[src/temp_monitor_pkg.sv]
// Constants, register map and state types for the temperature monitor control logic.
// Assumes a 10 MHz system clock and a host that masters the two-wire bus.
// Notes on behaviour
// - Device is bus slave only, never initiates.
// - Write byte: address, command, data, each acknowledged.
// - Read byte: command, repeated start, data, host NACKs.
// - Send byte loads pointer only, no register change.
// - Receive byte reads pointed register, pointer unchanged.
// - Wrong address or sequence: no ACK, registers untouched.
// - Never drive the clock line low.
// - 25 ms bus inactivity resets serial interface.
// - Power-up in standby: conversions halted, bus answers.
// - Run mode converts at rate, waits in low power.
// - One-shot in standby: one full set, back to standby.
// - Normal mode updates every channel each set.
// - Warmer mode stores greater remote into zone two.
// - Warmer mode flag shows which remote was hotter.
// - Equal remotes: flag cleared, each stored in own.
// - Conversion rates from 1 to 16 sets per second.
// - Averaging lengthens remote measurements 2x or 4x.
// - One-shot uses averaging of the selected rate.
// - Factor from max resolution, disable and rate limits.
package temp_monitor_pkg;
   localparam int CLK_HZ            = 10_000_000;
   localparam int TIMEOUT_MS        = 25;
   localparam int TIMEOUT_CYCLES    = TIMEOUT_MS * (CLK_HZ / 1000);
   localparam int SET_PERIOD_S      = 1;
   localparam int SET_PERIOD_CYCLES = SET_PERIOD_S * CLK_HZ;
   localparam int RESULT_W          = 11;
   localparam int PER_W             = 24;

   localparam logic [7:0] OFS_CONTROL = 8'h00;
   localparam logic [7:0] OFS_ONESHOT = 8'h04;
   localparam logic [7:0] OFS_STATUS  = 8'h08;
   localparam logic [7:0] OFS_ZONE0   = 8'h0C;
   localparam logic [7:0] OFS_ZONE1   = 8'h10;
   localparam logic [7:0] OFS_ZONE2   = 8'h14;
   localparam logic [7:0] OFS_LINK    = 8'h18;

   localparam logic [7:0] CMD_CONTROL   = 8'h00;
   localparam logic [7:0] CMD_ONESHOT   = 8'h01;
   localparam logic [7:0] CMD_STATUS    = 8'h02;
   localparam logic [7:0] CMD_ZONE_BASE = 8'h03;
   localparam logic [7:0] CMD_ZONE_LAST = 8'h08;

   localparam int CTL_STANDBY  = 0;
   localparam int CTL_WARMER   = 1;
   localparam int CTL_MAXRES   = 2;
   localparam int CTL_AVGDIS   = 3;
   localparam int CTL_RATE_LSB = 4;
   localparam int CTL_RATE_MSB = 6;
   localparam logic [7:0] CONTROL_RESET = 8'h21;

   localparam logic [2:0] RATE_MAX    = 3'h4;
   localparam logic [2:0] RATE_4X_MAX = 3'h2;
   localparam logic [2:0] RATE_2X_MAX = 3'h3;

   localparam logic [1:0] AVG_1X = 2'h0;
   localparam logic [1:0] AVG_2X = 2'h1;
   localparam logic [1:0] AVG_4X = 2'h2;

   localparam logic [1:0] RESP_OKAY   = 2'h0;
   localparam logic [1:0] RESP_SLVERR = 2'h2;

   typedef enum logic [2:0] {SB_IDLE, SB_RX, SB_ACK, SB_TX, SB_TX_ACK} sbus_t;
   typedef enum logic [1:0] {SQ_SLEEP, SQ_WAIT, SQ_CONV, SQ_COMPARE} seq_t;
endpackage : temp_monitor_pkg

[src/temp_monitor_smbus_sequencer.sv]
// Two-wire bus slave, conversion sequencer and AXI4-Lite register slave.
// Assumes the converter front end shares clk_in; bus pins are asynchronous.
module temp_monitor_smbus_sequencer #(
   parameter int         TIMEOUT_CYCLES    = temp_monitor_pkg::TIMEOUT_CYCLES,
   parameter int         SET_PERIOD_CYCLES = temp_monitor_pkg::SET_PERIOD_CYCLES,
   parameter logic [6:0] SLAVE_ADDR        = 7'h2A  // Arbitrary default
) (
   input  wire logic        clk_in,
   input  wire logic        rst_in,
   input  wire logic        serial_bus_clock_pin_in,
   input  wire logic        serial_bus_data_pin_in,
   output logic             serial_bus_data_pin_out,
   output logic             serial_bus_data_pin_oe_out,
   output logic             adc_start_out,
   output logic [1:0]       adc_channel_out,
   output logic [1:0]       adc_average_out,
   input  wire logic        adc_done_in,
   input  wire logic [10:0] adc_result_in,
   output logic             low_power_out,
   input  wire logic [7:0]  s_axi_awaddr_in,
   input  wire logic        s_axi_awvalid_in,
   output logic             s_axi_awready_out,
   input  wire logic [31:0] s_axi_wdata_in,
   input  wire logic [3:0]  s_axi_wstrb_in,
   input  wire logic        s_axi_wvalid_in,
   output logic             s_axi_wready_out,
   output logic [1:0]       s_axi_bresp_out,
   output logic             s_axi_bvalid_out,
   input  wire logic        s_axi_bready_in,
   input  wire logic [7:0]  s_axi_araddr_in,
   input  wire logic        s_axi_arvalid_in,
   output logic             s_axi_arready_out,
   output logic [31:0]      s_axi_rdata_out,
   output logic [1:0]       s_axi_rresp_out,
   output logic             s_axi_rvalid_out,
   input  wire logic        s_axi_rready_in
);
   localparam int TO_W = $clog2(TIMEOUT_CYCLES);
   localparam int RW   = temp_monitor_pkg::RESULT_W;
   localparam int PW   = temp_monitor_pkg::PER_W;

   // Pin synchronisers, reset to the idle-high bus level
   logic [1:0] scl_s_reg;
   logic [1:0] sda_s_reg;
   logic       scl_d_reg;
   logic       sda_d_reg;

   always_ff @(posedge clk_in or posedge rst_in) begin
      if (rst_in) begin
         scl_s_reg <= 2'h3;
         sda_s_reg <= 2'h3;
         scl_d_reg <= 1'b1;
         sda_d_reg <= 1'b1;
      end else begin
         scl_s_reg <= {scl_s_reg[0], serial_bus_clock_pin_in};
         sda_s_reg <= {sda_s_reg[0], serial_bus_data_pin_in};
         scl_d_reg <= scl_s_reg[1];
         sda_d_reg <= sda_s_reg[1];
      end
   end

   wire scl       = scl_s_reg[1];
   wire sda       = sda_s_reg[1];
   wire scl_rise  = scl & ~scl_d_reg;
   wire scl_fall  = ~scl & scl_d_reg;
   wire start_det = scl & scl_d_reg & ~sda & sda_d_reg;
   wire stop_det  = scl & scl_d_reg & sda & ~sda_d_reg;
   wire any_edge  = (scl ^ scl_d_reg) | (sda ^ sda_d_reg);

   // Inactivity timer, saturates so the slave stays parked
   logic [TO_W-1:0] to_cnt_reg;
   wire             to_hit = (to_cnt_reg == TO_W'(TIMEOUT_CYCLES - 1));

   always_ff @(posedge clk_in or posedge rst_in) begin
      if (rst_in)
         to_cnt_reg <= '0;
      else if (any_edge)
         to_cnt_reg <= '0;
      else if (!to_hit)
         to_cnt_reg <= to_cnt_reg + TO_W'(1);
   end

   // Slave byte engine
   temp_monitor_pkg::sbus_t sb_state_reg;
   logic [7:0] sb_shift_reg;
   logic [3:0] sb_bits_reg;
   logic [1:0] sb_byte_reg;
   logic       sb_read_reg;
   logic       sb_oe_reg;
   logic [7:0] pointer_reg;
   logic [7:0] ctl_reg;
   logic [RW-1:0] res_reg [3];
   logic       hotter_reg;
   logic       os_pend_reg;
   logic       busy;

   wire byte_done = (sb_state_reg == temp_monitor_pkg::SB_RX) & scl_fall & (sb_bits_reg == 4'h8);
   wire addr_hit  = (sb_shift_reg[7:1] == SLAVE_ADDR);
   wire writable  = (pointer_reg == temp_monitor_pkg::CMD_CONTROL) |
                    (pointer_reg == temp_monitor_pkg::CMD_ONESHOT);
   wire ack_now   = (sb_byte_reg == 2'h0) ? addr_hit :
                    (sb_byte_reg == 2'h1) ? 1'b1 :
                    (sb_byte_reg == 2'h2) ? writable : 1'b0;
   wire ptr_load  = byte_done & (sb_byte_reg == 2'h1);
   wire smb_wr    = byte_done & (sb_byte_reg == 2'h2) & writable;
   wire smb_ctl_wr = smb_wr & (pointer_reg == temp_monitor_pkg::CMD_CONTROL);
   wire smb_os_wr  = smb_wr & (pointer_reg == temp_monitor_pkg::CMD_ONESHOT);

   // Read byte selection from the pointer
   wire [7:0]    zi      = pointer_reg - temp_monitor_pkg::CMD_ZONE_BASE;
   wire [1:0]    zidx    = (zi[2:1] == 2'h3) ? 2'h2 : zi[2:1];
   wire          is_zone = (pointer_reg >= temp_monitor_pkg::CMD_ZONE_BASE) &
                           (pointer_reg <= temp_monitor_pkg::CMD_ZONE_LAST);
   wire [RW-1:0] zval    = res_reg[zidx];
   wire [7:0]    zbyte   = zi[0] ? {zval[2:0], 5'h00} : zval[RW-1:3];
   wire [7:0]    status  = {5'h00, os_pend_reg, busy, hotter_reg};
   wire [7:0]    rd_byte = is_zone ? zbyte :
                           (pointer_reg == temp_monitor_pkg::CMD_CONTROL) ? ctl_reg :
                           (pointer_reg == temp_monitor_pkg::CMD_STATUS) ? status : 8'h00;

   always_ff @(posedge clk_in or posedge rst_in) begin
      if (rst_in) begin
         sb_state_reg <= temp_monitor_pkg::SB_IDLE;
         sb_shift_reg <= 8'h00;
         sb_bits_reg  <= 4'h0;
         sb_byte_reg  <= 2'h0;
         sb_read_reg  <= 1'b0;
         sb_oe_reg    <= 1'b0;
      end else if (start_det) begin
         sb_state_reg <= temp_monitor_pkg::SB_RX;
         sb_bits_reg  <= 4'h0;
         sb_byte_reg  <= 2'h0;
         sb_oe_reg    <= 1'b0;
      end else if (stop_det || to_hit) begin
         sb_state_reg <= temp_monitor_pkg::SB_IDLE;
         sb_oe_reg    <= 1'b0;
      end else begin
         unique case (sb_state_reg)
            temp_monitor_pkg::SB_IDLE: begin
            end
            temp_monitor_pkg::SB_RX: begin
               if (scl_rise && sb_bits_reg != 4'h8) begin
                  sb_shift_reg <= {sb_shift_reg[6:0], sda};
                  sb_bits_reg  <= sb_bits_reg + 4'h1;
               end else if (byte_done) begin
                  if (ack_now) begin
                     sb_oe_reg    <= 1'b1;
                     sb_state_reg <= temp_monitor_pkg::SB_ACK;
                     if (sb_byte_reg == 2'h0)
                        sb_read_reg <= sb_shift_reg[0];
                  end else begin
                     sb_state_reg <= temp_monitor_pkg::SB_IDLE;
                  end
               end
            end
            temp_monitor_pkg::SB_ACK: begin
               if (scl_fall) begin
                  sb_bits_reg <= 4'h0;
                  if (sb_read_reg) begin
                     sb_shift_reg <= rd_byte;
                     sb_oe_reg    <= ~rd_byte[7];
                     sb_state_reg <= temp_monitor_pkg::SB_TX;
                  end else begin
                     sb_oe_reg    <= 1'b0;
                     sb_byte_reg  <= sb_byte_reg + 2'h1;
                     sb_state_reg <= temp_monitor_pkg::SB_RX;
                  end
               end
            end
            temp_monitor_pkg::SB_TX: begin
               if (scl_fall) begin
                  sb_bits_reg <= sb_bits_reg + 4'h1;
                  if (sb_bits_reg == 4'h7) begin
                     sb_oe_reg    <= 1'b0;
                     sb_state_reg <= temp_monitor_pkg::SB_TX_ACK;
                  end else begin
                     sb_shift_reg <= {sb_shift_reg[6:0], 1'b0};
                     sb_oe_reg    <= ~sb_shift_reg[6];
                  end
               end
            end
            temp_monitor_pkg::SB_TX_ACK: begin
               // Host acknowledge or not, one byte ends the read
               if (scl_rise)
                  sb_state_reg <= temp_monitor_pkg::SB_IDLE;
            end
         endcase
      end
   end

   always_ff @(posedge clk_in or posedge rst_in) begin
      if (rst_in)
         pointer_reg <= 8'h00;
      else if (ptr_load)
         pointer_reg <= sb_shift_reg;
   end

   // Open-drain data only; no clock output exists at all
   assign serial_bus_data_pin_out    = 1'b0;
   assign serial_bus_data_pin_oe_out = sb_oe_reg;

   // AXI4-Lite slave
   logic        awready_reg;
   logic        wready_reg;
   logic        bvalid_reg;
   logic [1:0]  bresp_reg;
   logic [7:0]  aw_addr_reg;
   logic [7:0]  w_data_reg;
   logic        w_lane_reg;
   logic        arready_reg;
   logic        rvalid_reg;
   logic [1:0]  rresp_reg;
   logic [31:0] rdata_reg;
   logic [7:0]  link_byte;

   wire wr_do   = ~awready_reg & ~wready_reg & ~bvalid_reg;
   wire wr_ctl  = aw_addr_reg == temp_monitor_pkg::OFS_CONTROL;
   wire wr_os   = aw_addr_reg == temp_monitor_pkg::OFS_ONESHOT;
   wire axi_ctl_wr = wr_do & wr_ctl & w_lane_reg;
   wire axi_os_wr  = wr_do & wr_os & w_lane_reg;
   wire [7:0] ra   = s_axi_araddr_in;
   wire rd_hit  = (ra == temp_monitor_pkg::OFS_CONTROL) | (ra == temp_monitor_pkg::OFS_ONESHOT) |
                  (ra == temp_monitor_pkg::OFS_STATUS) | (ra == temp_monitor_pkg::OFS_ZONE0) |
                  (ra == temp_monitor_pkg::OFS_ZONE1) | (ra == temp_monitor_pkg::OFS_ZONE2) |
                  (ra == temp_monitor_pkg::OFS_LINK);
   wire [RW-1:0] ra_zone = (ra == temp_monitor_pkg::OFS_ZONE0) ? res_reg[0] :
                           (ra == temp_monitor_pkg::OFS_ZONE1) ? res_reg[1] : res_reg[2];
   wire [31:0] rd_word =
      (ra == temp_monitor_pkg::OFS_CONTROL) ? {24'h00_0000, ctl_reg} :
      (ra == temp_monitor_pkg::OFS_STATUS)  ? {24'h00_0000, status} :
      (ra == temp_monitor_pkg::OFS_LINK)    ? {16'h0000, link_byte, pointer_reg} :
      (ra == temp_monitor_pkg::OFS_ZONE0 || ra == temp_monitor_pkg::OFS_ZONE1 ||
       ra == temp_monitor_pkg::OFS_ZONE2)   ? {21'h00_0000, ra_zone} : 32'h0000_0000;

   assign link_byte = {5'h00, sb_state_reg};

   always_ff @(posedge clk_in or posedge rst_in) begin
      if (rst_in) begin
         awready_reg <= 1'b1;
         wready_reg  <= 1'b1;
         bvalid_reg  <= 1'b0;
         bresp_reg   <= temp_monitor_pkg::RESP_OKAY;
         aw_addr_reg <= 8'h00;
         w_data_reg  <= 8'h00;
         w_lane_reg  <= 1'b0;
      end else begin
         if (s_axi_awvalid_in && awready_reg) begin
            awready_reg <= 1'b0;
            aw_addr_reg <= s_axi_awaddr_in;
         end
         if (s_axi_wvalid_in && wready_reg) begin
            wready_reg <= 1'b0;
            w_data_reg <= s_axi_wdata_in[7:0];
            w_lane_reg <= s_axi_wstrb_in[0];
         end
         if (wr_do) begin
            bvalid_reg <= 1'b1;
            bresp_reg  <= (wr_ctl || wr_os) ? temp_monitor_pkg::RESP_OKAY : temp_monitor_pkg::RESP_SLVERR;
         end else if (bvalid_reg && s_axi_bready_in) begin
            bvalid_reg  <= 1'b0;
            awready_reg <= 1'b1;
            wready_reg  <= 1'b1;
         end
      end
   end

   always_ff @(posedge clk_in or posedge rst_in) begin
      if (rst_in) begin
         arready_reg <= 1'b1;
         rvalid_reg  <= 1'b0;
         rresp_reg   <= temp_monitor_pkg::RESP_OKAY;
         rdata_reg   <= 32'h0000_0000;
      end else if (s_axi_arvalid_in && arready_reg) begin
         arready_reg <= 1'b0;
         rvalid_reg  <= 1'b1;
         rdata_reg   <= rd_word;
         rresp_reg   <= rd_hit ? temp_monitor_pkg::RESP_OKAY : temp_monitor_pkg::RESP_SLVERR;
      end else if (rvalid_reg && s_axi_rready_in) begin
         rvalid_reg  <= 1'b0;
         arready_reg <= 1'b1;
      end
   end

   assign s_axi_awready_out = awready_reg;
   assign s_axi_wready_out  = wready_reg;
   assign s_axi_bvalid_out  = bvalid_reg;
   assign s_axi_bresp_out   = bresp_reg;
   assign s_axi_arready_out = arready_reg;
   assign s_axi_rvalid_out  = rvalid_reg;
   assign s_axi_rresp_out   = rresp_reg;
   assign s_axi_rdata_out   = rdata_reg;

   // Control: the bus slave wins a same-cycle collision with AXI
   wire [7:0] ctl_next = smb_ctl_wr ? sb_shift_reg : axi_ctl_wr ? w_data_reg : ctl_reg;
   wire       standby  = ctl_reg[temp_monitor_pkg::CTL_STANDBY];
   wire       warmer   = ctl_reg[temp_monitor_pkg::CTL_WARMER];
   wire       max_resolution_select = ctl_reg[temp_monitor_pkg::CTL_MAXRES];
   wire       averaging_disable     = ctl_reg[temp_monitor_pkg::CTL_AVGDIS];
   wire [2:0] rate_raw = ctl_reg[temp_monitor_pkg::CTL_RATE_MSB:temp_monitor_pkg::CTL_RATE_LSB];
   wire [2:0] rate_eff = (rate_raw > temp_monitor_pkg::RATE_MAX) ? temp_monitor_pkg::RATE_MAX : rate_raw;
   wire [1:0] avg_sel  =
      (averaging_disable || rate_eff > temp_monitor_pkg::RATE_2X_MAX) ? temp_monitor_pkg::AVG_1X :
      (max_resolution_select && rate_eff <= temp_monitor_pkg::RATE_4X_MAX) ? temp_monitor_pkg::AVG_4X :
      temp_monitor_pkg::AVG_2X;

   always_ff @(posedge clk_in or posedge rst_in) begin
      if (rst_in)
         ctl_reg <= temp_monitor_pkg::CONTROL_RESET;
      else
         ctl_reg <= ctl_next;
   end

   // Conversion sequencer
   temp_monitor_pkg::seq_t seq_state_reg;
   logic [1:0]    chan_reg;
   logic          os_run_reg;
   logic          adc_start_reg;
   logic [1:0]    adc_avg_reg;
   logic          low_power_reg;
   logic [RW-1:0] z2_raw_reg;
   logic [PW-1:0] per_cnt_reg;

   wire [PW-1:0] per_len = PW'(SET_PERIOD_CYCLES) >> rate_eff;
   wire          tick    = (per_cnt_reg == '0);
   wire          os_set  = (smb_os_wr | axi_os_wr) & standby;
   wire          os_take = (seq_state_reg == temp_monitor_pkg::SQ_SLEEP) & os_pend_reg;
   wire          cmp_gt  = $signed(res_reg[1]) > $signed(z2_raw_reg);
   wire          last_ch = (chan_reg == 2'h2);
   wire          set_end = (seq_state_reg == temp_monitor_pkg::SQ_COMPARE) |
                           ((seq_state_reg == temp_monitor_pkg::SQ_CONV) & adc_done_in & last_ch & ~warmer);
   wire          begin_set = os_take |
                             ((seq_state_reg == temp_monitor_pkg::SQ_WAIT) & ~standby & tick);
   wire          next_ch = (seq_state_reg == temp_monitor_pkg::SQ_CONV) & adc_done_in & ~last_ch;

   assign busy = (seq_state_reg == temp_monitor_pkg::SQ_CONV) |
                 (seq_state_reg == temp_monitor_pkg::SQ_COMPARE);

   always_ff @(posedge clk_in or posedge rst_in) begin
      if (rst_in) begin
         os_pend_reg <= 1'b0;
         per_cnt_reg <= '0;
      end else begin
         os_pend_reg <= os_set | (os_pend_reg & ~os_take);
         per_cnt_reg <= tick ? per_len - PW'(1) : per_cnt_reg - PW'(1);
      end
   end

   always_ff @(posedge clk_in or posedge rst_in) begin
      if (rst_in) begin
         seq_state_reg <= temp_monitor_pkg::SQ_SLEEP;
         chan_reg      <= 2'h0;
         os_run_reg    <= 1'b0;
         adc_start_reg <= 1'b0;
         adc_avg_reg   <= temp_monitor_pkg::AVG_1X;
         low_power_reg <= 1'b1;
      end else begin
         adc_start_reg <= begin_set | next_ch;
         low_power_reg <= ~busy;
         if (begin_set) begin
            chan_reg      <= 2'h0;
            adc_avg_reg   <= temp_monitor_pkg::AVG_1X;
            os_run_reg    <= os_take;
            seq_state_reg <= temp_monitor_pkg::SQ_CONV;
         end else if (next_ch) begin
            chan_reg    <= chan_reg + 2'h1;
            adc_avg_reg <= avg_sel;
         end else if (set_end) begin
            seq_state_reg <= (os_run_reg || standby) ? temp_monitor_pkg::SQ_SLEEP : temp_monitor_pkg::SQ_WAIT;
            os_run_reg    <= 1'b0;
         end else if (seq_state_reg == temp_monitor_pkg::SQ_CONV && adc_done_in) begin
            seq_state_reg <= temp_monitor_pkg::SQ_COMPARE;
         end else if (seq_state_reg == temp_monitor_pkg::SQ_SLEEP && !standby) begin
            seq_state_reg <= temp_monitor_pkg::SQ_WAIT;
         end else if (seq_state_reg == temp_monitor_pkg::SQ_WAIT && standby) begin
            seq_state_reg <= temp_monitor_pkg::SQ_SLEEP;
         end
      end
   end

   // Results and the warmer-zone flag
   always_ff @(posedge clk_in or posedge rst_in) begin
      if (rst_in) begin
         res_reg[0] <= '0;
         res_reg[1] <= '0;
         res_reg[2] <= '0;
         z2_raw_reg <= '0;
         hotter_reg <= 1'b0;
      end else if (seq_state_reg == temp_monitor_pkg::SQ_CONV && adc_done_in) begin
         if (last_ch && warmer)
            z2_raw_reg <= adc_result_in;
         else
            res_reg[chan_reg] <= adc_result_in;
      end else if (seq_state_reg == temp_monitor_pkg::SQ_COMPARE) begin
         res_reg[2] <= cmp_gt ? res_reg[1] : z2_raw_reg;
         hotter_reg <= cmp_gt;
      end
   end

   assign adc_start_out   = adc_start_reg;
   assign adc_channel_out = chan_reg;
   assign adc_average_out = adc_avg_reg;
   assign low_power_out   = low_power_reg;
endmodule : temp_monitor_smbus_sequencer

[config.mk]
export PLATFORM = sky130hd
export DESIGN_NAME = temp_monitor_smbus_sequencer
export DESIGN_NICKNAME = d
export VERILOG_FILES = /design/src/temp_monitor_pkg.sv /design/src/temp_monitor_smbus_sequencer.sv
export SDC_FILE = /design/constraint.sdc
export NUM_CORES = 1
export LEC_CHECK = 0
export BUFFER_PORTS_ARGS = -buffer_cell sky130_fd_sc_hd__buf_2
export CAP_MARGIN = 10
export CORE_MARGIN = 2
export CORE_UTILIZATION = 30
export DETAILED_ROUTE_END_ITERATION = 8
export GPL_ROUTABILITY_DRIVEN = 0
export GPL_TIMING_DRIVEN = 0
export HOLD_SLACK_MARGIN = 0.08
export SETUP_SLACK_MARGIN = 0.2
export SYNTH_ARGS = -nofsm -noshare
export SYNTH_HDL_FRONTEND = slang
export SYNTH_SLANG_ARGS = --single-unit
export TNS_END_PERCENT = 20
[constraint.sdc]
create_clock -name clk_in -period 6.95 [get_ports clk_in]
set_clock_uncertainty 0.05 [all_clocks]
set_input_delay 1.39 -clock clk_in [delete_from_list [all_inputs] [get_ports clk_in]]
set_output_delay 1.39 -clock clk_in [all_outputs]
set_load 0.02 [all_outputs]
==> summary.txt, run 1 <==
Outcome - finished, final reports clean
Post-Layout Cell Count - 1,580
Synthesized area - 9880 sq um
CP arrival - 5.55 ns
Antenna Cells - 0
RSZ-0062 raised after global routing - no
GRT Total Usage - 0.150
# placed instances - 1,548
Clk_lat worst skew - 0.44 ns
Post-CTS Resized - 0
FF/Latch Area - 4340 sq um
WHS - 0.308 ns
Synth Flop Type - dfrtp_1
Max FFs per register - 33
Fmax - 189 MHz
Core Rows - 66
Crit share post-route - 0.761
Slew Viols, Final - 0
Synth-to-layout area growth - 16.1%
Final net count - 1,234
Leak - 5.12 nW
Multi-input gate area - 5080 sq um
Clk slew on worst S/H paths - 0.07 ns
DRT iter0 DRCs - 657
First-pass GRT wire length - 40,700 um
Die Area - 34,400 sq um
Setup violators final - 0
Synthesis Warnings - 0
Measured slew at the worst slew-check pin - 0.692 ns
Top cells by area, synth - dfrtp_1 41%, mux2_2 6.8%, mux2i_1 4.8%, ha_1 4.6%, nor2_1 3.9%
Fraction of registers with async set/reset - 1.00
DR WL/cell - 15.7 um
Die H - 185 um
CTS Sinks - 173
Core area - 32,500 sq um
Synth cell types - 81
CP Capture Type - register
Max cap viols - 0
Remaining antenna violation count after routing - 0
Final min period - 5.29 ns
Gate Count Post-Synth - 1,013
TritonRoute pass-1 iters - 6
Max IR drop VDD - 0.163 mV
Post-synth top area share - 0.408
Pwr dens - 289 nW/um^2
Maximum root-to-sink buffer count - 2
Initial antenna violation count - 0
Fillers - 3,302
Synth area leader - dfrtp_1
Post-synth EDFFs - 0
Total Wirelength - 24,700 um
Total CTS buffers - 17
Starting Density - 0.304
CP max FO - 10
Slew headroom - 0.535
Crit path launch type - register
Drt drc - 0
GRT overflow - 0
# H-tree levels - 4
Final Hold Vio Count - 0
Sequential cell area fraction in the yosys report - 0.440
Synth Register Bits - 173
Hold_buf cts - 0
Post-CTS setup buffer count - 0
Critical path class - register to register
Ports - 122
Layout cells sized above 1 - 0.198
Vias - 7,825
HPWL after detailed placement - 18,500 um
Post-Syn Area per Cell - 9.75 sq um
CTS root buffer - clkbuf_16
I/O Buffers - 69
Largest net degree at the start of global routing - 101
Number of global-route vias before repair - 7,686
CTS tree - built
CP required - 7.21 ns
Number of vias per cell - 4.95
Die width - 185 um
Hold Path Class - register to register
==> power by group <==
group,leakage (nW),internal (W),total (W),switching (W)
clock,0.283,0.000510,0.000945,0.000435
combinational,2.64,0.000415,0.000934,0.000520
sequential,2.19,0.00123,0.00144,0.000210
==> path summary, 6_finish.rpt <==
path                       cells after the start                            to                    from  slack [ns]
setup / recovery                              17     per_cnt_reg[18]$_DFF_PP0_  ctl_reg[6]$_DFFE_PP0P_        1.66
hold / removal                                 0        scl_s_reg[1]$_DFF_PP1_  scl_s_reg[0]$_DFF_PP1_        0.31
setup reg to reg                              17     per_cnt_reg[18]$_DFF_PP0_  ctl_reg[6]$_DFFE_PP0P_        1.66
hold reg to reg                                0        scl_s_reg[1]$_DFF_PP1_  scl_s_reg[0]$_DFF_PP1_        0.31
max in group asynchronous                      3        ctl_reg[0]$_DFFE_PP1P_                  rst_in        4.98
min in group asynchronous                      2  s_axi_rvalid_out$_DFFE_PP0P_                  rst_in        0.96
==> per-layer routing <==
metal | share of wire | GRT usage
met5 | 0 | 0
met4 | 0.020 | 0.0508
met3 | 0.048 | 0.0305
met2 | 0.48 | 0.247
met1 | 0.46 | 0.197
==> stage by stage <==
stage          area [sq um]  worst slack [ns]  TNS, ns   util  power [W]
6_report              11500              1.66        0  0.353    0.00332
4_1_cts               11500              1.66        0  0.353    0.00334
2_1_floorplan          9960             0.841        0      -    0.00208
3_3_place_gp          10900             -1.38  -218.93  0.335    0.00236
5_1_grt               11500              1.22        0  0.353    0.00353
3_5_place_dp          10900              1.76        0  0.336    0.00239
==> logic make-up after synthesis <==
logic type	count (synthesis)	share of synthesized area
mux	111	0.124
fa+ha+maj	36	0.0456
xor+xnor	28	0.0248
simple gates	328	0.163
compound gates	225	0.148
flops	173	0.440
other cells	1	0.000380
buf+inv	111	0.0541
==> worst max-delay path: stages (launching register included) <==
cell	delay (ns)
dfrtp_1	0.39
clkbuf_1	0.36
clkbuf_1	0.38
clkbuf_1	0.48
clkbuf_1	0.51
nand2b_1	0.29
inv_1	0.13
ha_1	0.32
a31oi_1	0.27
ha_1	0.23
nor3b_1	0.48
and3_1	0.28
nand4_1	0.14
nand3_1	0.17
and4b_1	0.23
buf_6	0.14
o2111ai_2	0.13
xor2_1	0.18
==> Yosys cell counts (all sizes together), types with 12 or more instances <==
cell,number
nand2,95
ha,36
nor3,23
xor2,13
dfrtp,161
nor2,104
dfstp,12
clkbuf,32
a21o,12
nor2b,12
xnor2,15
inv,45
nand3,17
nand2b,14
buf,34
o21ai,48
a21oi,69
mux2i,47
o221ai,14
mux2,61
==> final cells by class <==
| class | count | share of cell area |
|---|---|---|
| buffer | 66 | 0.0319 |
| clock buffer | 18 | 0.0383 |
| clock inverter | 14 | 0.0117 |
| inverter | 45 | 0.0154 |
| multi-input combinational | 752 | 0.443 |
| sequential | 173 | 0.379 |
| tap | 442 | 0.0482 |
| timing repair buffer | 70 | 0.0325 |
==> cells in the final DEF, fill, tap and decap left out, types with 12 or more instances in the layout <==
| cell type | netlist | final |
|---|---|---|
| dfrtp_1 | 161 | 161 |
| nor2_1 | 103 | 103 |
| nand2_1 | 95 | 95 |
| buf_2 | 4 | 73 |
| a21oi_1 | 68 | 68 |
| mux2_2 | 60 | 60 |
| mux2i_1 | 47 | 47 |
| inv_1 | 44 | 43 |
| o21ai_0 | 37 | 37 |
| ha_1 | 36 | 36 |
| clkbuf_1 | 32 | 32 |
| buf_4 | 26 | 26 |
| conb_1 | 1 | 24 |
| nor3_1 | 22 | 22 |
| nand3_1 | 17 | 17 |
| clkbuf_16 | 0 | 17 |
| xnor2_1 | 15 | 15 |
| nand2b_1 | 14 | 14 |
| o221ai_1 | 14 | 14 |
| xor2_1 | 13 | 13 |
| nor2b_1 | 12 | 12 |
| a21o_1 | 12 | 12 |
| dfstp_2 | 12 | 12 |
Power figures use the tool's default switching activity.
==> run 2, diff against run 1 <==
- ABC_AREA: default -> 1
- clock period: 6.95 -> 5.5 ns (I/O delays scaled with it)
==> summary.txt, run 2 <==
Outcome - finished, final reports clean (unchanged)
Largest net degree at the start of global routing - 41 (was 101)
CP max FO - 10 (unchanged)
CP arrival - 3.45 ns (was 5.55 ns)
HPWL after detailed placement - 22,600 um (was 18,500 um)
Core Rows - 68 (was 66)
GRT overflow - 0 (unchanged)
Commonest non-fill, non-tap cell in the layout - nand2_1 (was dfrtp_1)
Vias - 9,351 (was 7,825)
Max IR drop VDD - 0.197 mV (was 0.163 mV)
Total CTS buffers - 17 (unchanged)
Final min period - 3.17 ns (was 5.29 ns)
Commonest cells after routing, fill and taps aside - 289 x nand2_1, 198 x inv_1, 161 x dfrtp_1 (was 161 x dfrtp_1, 103 x nor2_1, 95 x nand2_1)
Starting Density - 0.304 (about the same)
Multi-input gate area - 5080 sq um (unchanged)
Worst hold start - sda_s_reg[0]$_DFF_PP1_ (was scl_s_reg[0]$_DFF_PP1_)
Clk_lat worst skew - 0.43 ns (was 0.44 ns)
Synthesized area - 10,500 sq um (was 9880 sq um)
Max FFs per register - 33 (unchanged)
Synth cell types - 60 (was 81)
Die Area - 36,500 sq um (was 34,400 sq um)
FF-to-FF path depth - 17 (unchanged)
Max cap viols - 0 (unchanged)
Slew Viols, Final - 0 (unchanged)
Most frequent cell after synthesis - nand2_1 (was dfrtp_1)
Critical path class - register to register (unchanged)
Initial antenna violation count - 0 (unchanged)
Post-layout instance area - 12,200 sq um (was 11,500 sq um)
Total Wirelength - 28,400 um (was 24,700 um)
Pwr dens - 367 nW/um^2 (was 289 nW/um^2)
Worst r2r src - ctl_reg[6]$_DFFE_PP0P_ (unchanged)
CP required - 5.77 ns (was 7.21 ns)
CP Capture Type - register (unchanged)
Synth area leader - dfrtp_1 (unchanged)
Top cells by area, synth - dfrtp_1 38%, nand2_1 10%, inv_1 7.1%, o21ai_0 6.1%, nor2_1 5.4% (was dfrtp_1 41%, mux2_2 6.8%, mux2i_1 4.8%, ha_1 4.6%, nor2_1 3.9%)
Post-synth EDFFs - 0 (unchanged)
Final net count - 1,611 (was 1,234)
Fmax - 315 MHz (was 189 MHz)
Slew headroom - 0.385 (was 0.535)
Core area - 34,500 sq um (was 32,500 sq um)
Antenna Cells - 0 (unchanged)
Synth-to-layout area growth - 16.3% (was 16.1%)
Die width - 191 um (was 185 um)
TritonRoute pass-1 iters - 5 (was 6)
CTS Sinks - 173 (unchanged)
Ports - 122 (unchanged)
Hold Path Class - register to register (unchanged)
Fillers - 3,646 (was 3,302)
Hold path depth - 0 (unchanged)
FF/Latch Area - 4340 sq um (unchanged)
Leak - 5.81 nW (was 5.12 nW)
Gate Count Post-Synth - 1,385 (was 1,013)
CP Launch Point - ctl_reg[6]$_DFFE_PP0P_ (unchanged)
Setup ws final - 2.33 ns (was 1.66 ns)
Worst hold endpoint - sda_s_reg[1]$_DFF_PP1_ (was scl_s_reg[1]$_DFF_PP1_)
Synth Flop Type - dfrtp_1 (unchanged)
Hold_buf cts - 0 (unchanged)
Top post-synthesis cells by count - 289 x nand2_1, 199 x inv_1, 161 x dfrtp_1, 150 x nor2_1, 128 x o21ai_0 (was 161 x dfrtp_1, 103 x nor2_1, 95 x nand2_1, 68 x a21oi_1, 60 x mux2_2)
Synthesis Warnings - 0 (unchanged)
Clk slew on worst S/H paths - 0.07 ns (about the same)
CTS root buffer - clkbuf_16 (unchanged)
# H-tree levels - 4 (unchanged)
Worst slack, placed - 2.30 ns (was 1.76 ns)
DR WL/cell - 14.4 um (was 15.7 um)
Maximum root-to-sink buffer count - 2 (unchanged)
Final Hold Vio Count - 0 (unchanged)
Measured slew at the worst slew-check pin - 0.916 ns (was 0.692 ns)
Fraction of registers with async set/reset - 1.00 (unchanged)
GRT Total Usage - 0.162 (was 0.150)
Post-synth top area share - 0.384 (was 0.408)
Number of vias per cell - 4.75 (was 4.95)
Number of global-route vias before repair - 9,110 (was 7,686)
CTS tree - built (unchanged)
Drt drc - 0 (unchanged)
Reg-to-reg slack, setup - 2.33 ns (was 1.66 ns)
Sequential cell area fraction in the yosys report - 0.414 (was 0.440)
Crit path launch type - register (unchanged)
Reg2reg end - per_cnt_reg[22]$_DFF_PP0_ (was per_cnt_reg[18]$_DFF_PP0_)
Setup TNS - 0 ns (unchanged)
Post-Syn Area per Cell - 7.57 sq um (was 9.75 sq um)
Layout cells sized above 1 - 0.144 (was 0.198)
Setup violators final - 0 (unchanged)
Area after DPL - 11,600 sq um (was 10,900 sq um)
RSZ-0062 raised after global routing - no (unchanged)
DRT iter0 DRCs - 550 (was 657)
Crit share post-route - 0.577 (was 0.761)
Post-CTS Resized - 0 (unchanged)
Synth Register Bits - 173 (unchanged)
Die H - 191 um (was 185 um)
Post-CTS setup buffer count - 0 (unchanged)
First-pass GRT wire length - 46,900 um (was 40,700 um)
Remaining antenna violation count after routing - 0 (unchanged)
I/O Buffers - 70 (was 69)
## run 2: cell types whose count changed in the layout (fill, tap and decap cells not counted), moves of 13 or more
| cell | before | now |
|---|---|---|
| nand3_1 | 17 | 70 |
| mux2i_1 | 47 | 2 |
| inv_1 | 43 | 198 |
| o211ai_1 | 2 | 27 |
| xnor2_1 | 15 | 2 |
| mux2_2 | 60 | 15 |
| nand2b_1 | 14 | 0 |
| nand4_1 | 7 | 22 |
| nand2_1 | 95 | 289 |
| o21ai_0 | 37 | 128 |
| nor2_1 | 103 | 150 |
## run 2: kinds of logic after synthesis
kind of cell / count (synthesis) / share of synthesized area
AND/OR/NAND/NOR: 598 / 0.248
AO/OA/AOI/OAI: 281 / 0.157
buffers and inverters: 266 / 0.109
flip-flops: 173 / 0.414
adder cells (fa/ha/maj): 36 / 0.0429
multiplexers: 17 / 0.0180
XOR/XNOR: 13 / 0.0109
other: 1 / 0.000358
## run 2: routing by layer
| layer | track usage | wire length (um) | share of wire |
|---|---|---|---|
| met1 | 0.214 | 13400 | 0.47 |
| met2 | 0.272 | 13600 | 0.48 |
| met3 | 0.0248 | 945 | 0.033 |
| met4 | 0.0486 | 493 | 0.017 |
| met5 | 0 | 0 | 0 |
## run 2: cell type report
class / instances / share of cell area
clock buffer: 18 / 0.0360
inverter: 208 / 0.0643
multi-input combinational: 969 / 0.417
buffer: 58 / 0.0299
tap: 455 / 0.0467
clock inverter: 14 / 0.0146
timing repair buffer: 75 / 0.0357
sequential: 173 / 0.356
## run 2: through the flow
step / hold WS, ns / std cells / utilization / power, W
6_report: 0.305 / 1970 / 0.354 / 0.00447
2_1_floorplan: 0.295 / 1408 / - / 0.00276
5_1_grt: 0.313 / 1970 / 0.354 / 0.00479
3_3_place_gp: 0.298 / 1933 / 0.334 / 0.00317
3_5_place_dp: 0.298 / 1938 / 0.336 / 0.00321
4_1_cts: 0.309 / 1970 / 0.354 / 0.00452
## run 2: worst max-delay path by stage
stage,endpoint,slack (ns),depth (start not counted)
3_5_place_dp,s_axi_rdata_out[7]$_DFFE_PP0P_,2.30,11
3_3_place_gp,aw_addr_reg[6]$_DFFE_PP0P_,0.93,2
4_1_cts,per_cnt_reg[22]$_DFF_PP0_,2.37,17
6_report,per_cnt_reg[22]$_DFF_PP0_,2.33,17
5_1_grt,per_cnt_reg[22]$_DFF_PP0_,2.09,17
2_1_floorplan,adc_average_out[0]$_DFFE_PP0P_,2.15,1
## run 2: where the power goes
group	internal (W)	switching (W)	leakage, nW
clock	0.000736	0.000548	0.302
sequential	0.00158	0.000250	2.17
combinational	0.000502	0.000859	3.34
total	0.00282	0.00166	5.81
## run 2: worst max-delay path: stages (launching register included)
cell and delay, ns:
dfrtp_1 0.36, buf_4 0.17, buf_6 0.15, nor2_1 0.35
inv_1 0.18, ha_1 0.37, nor2_1 0.19, nor2_1 0.08
nand4_1 0.09, nand2_1 0.11, nor2_1 0.29, nand2_1 0.16
nand2_1 0.09, nand2_1 0.05, nor2_1 0.18, nand2_1 0.08
nand2_1 0.06, nand2_1 0.05
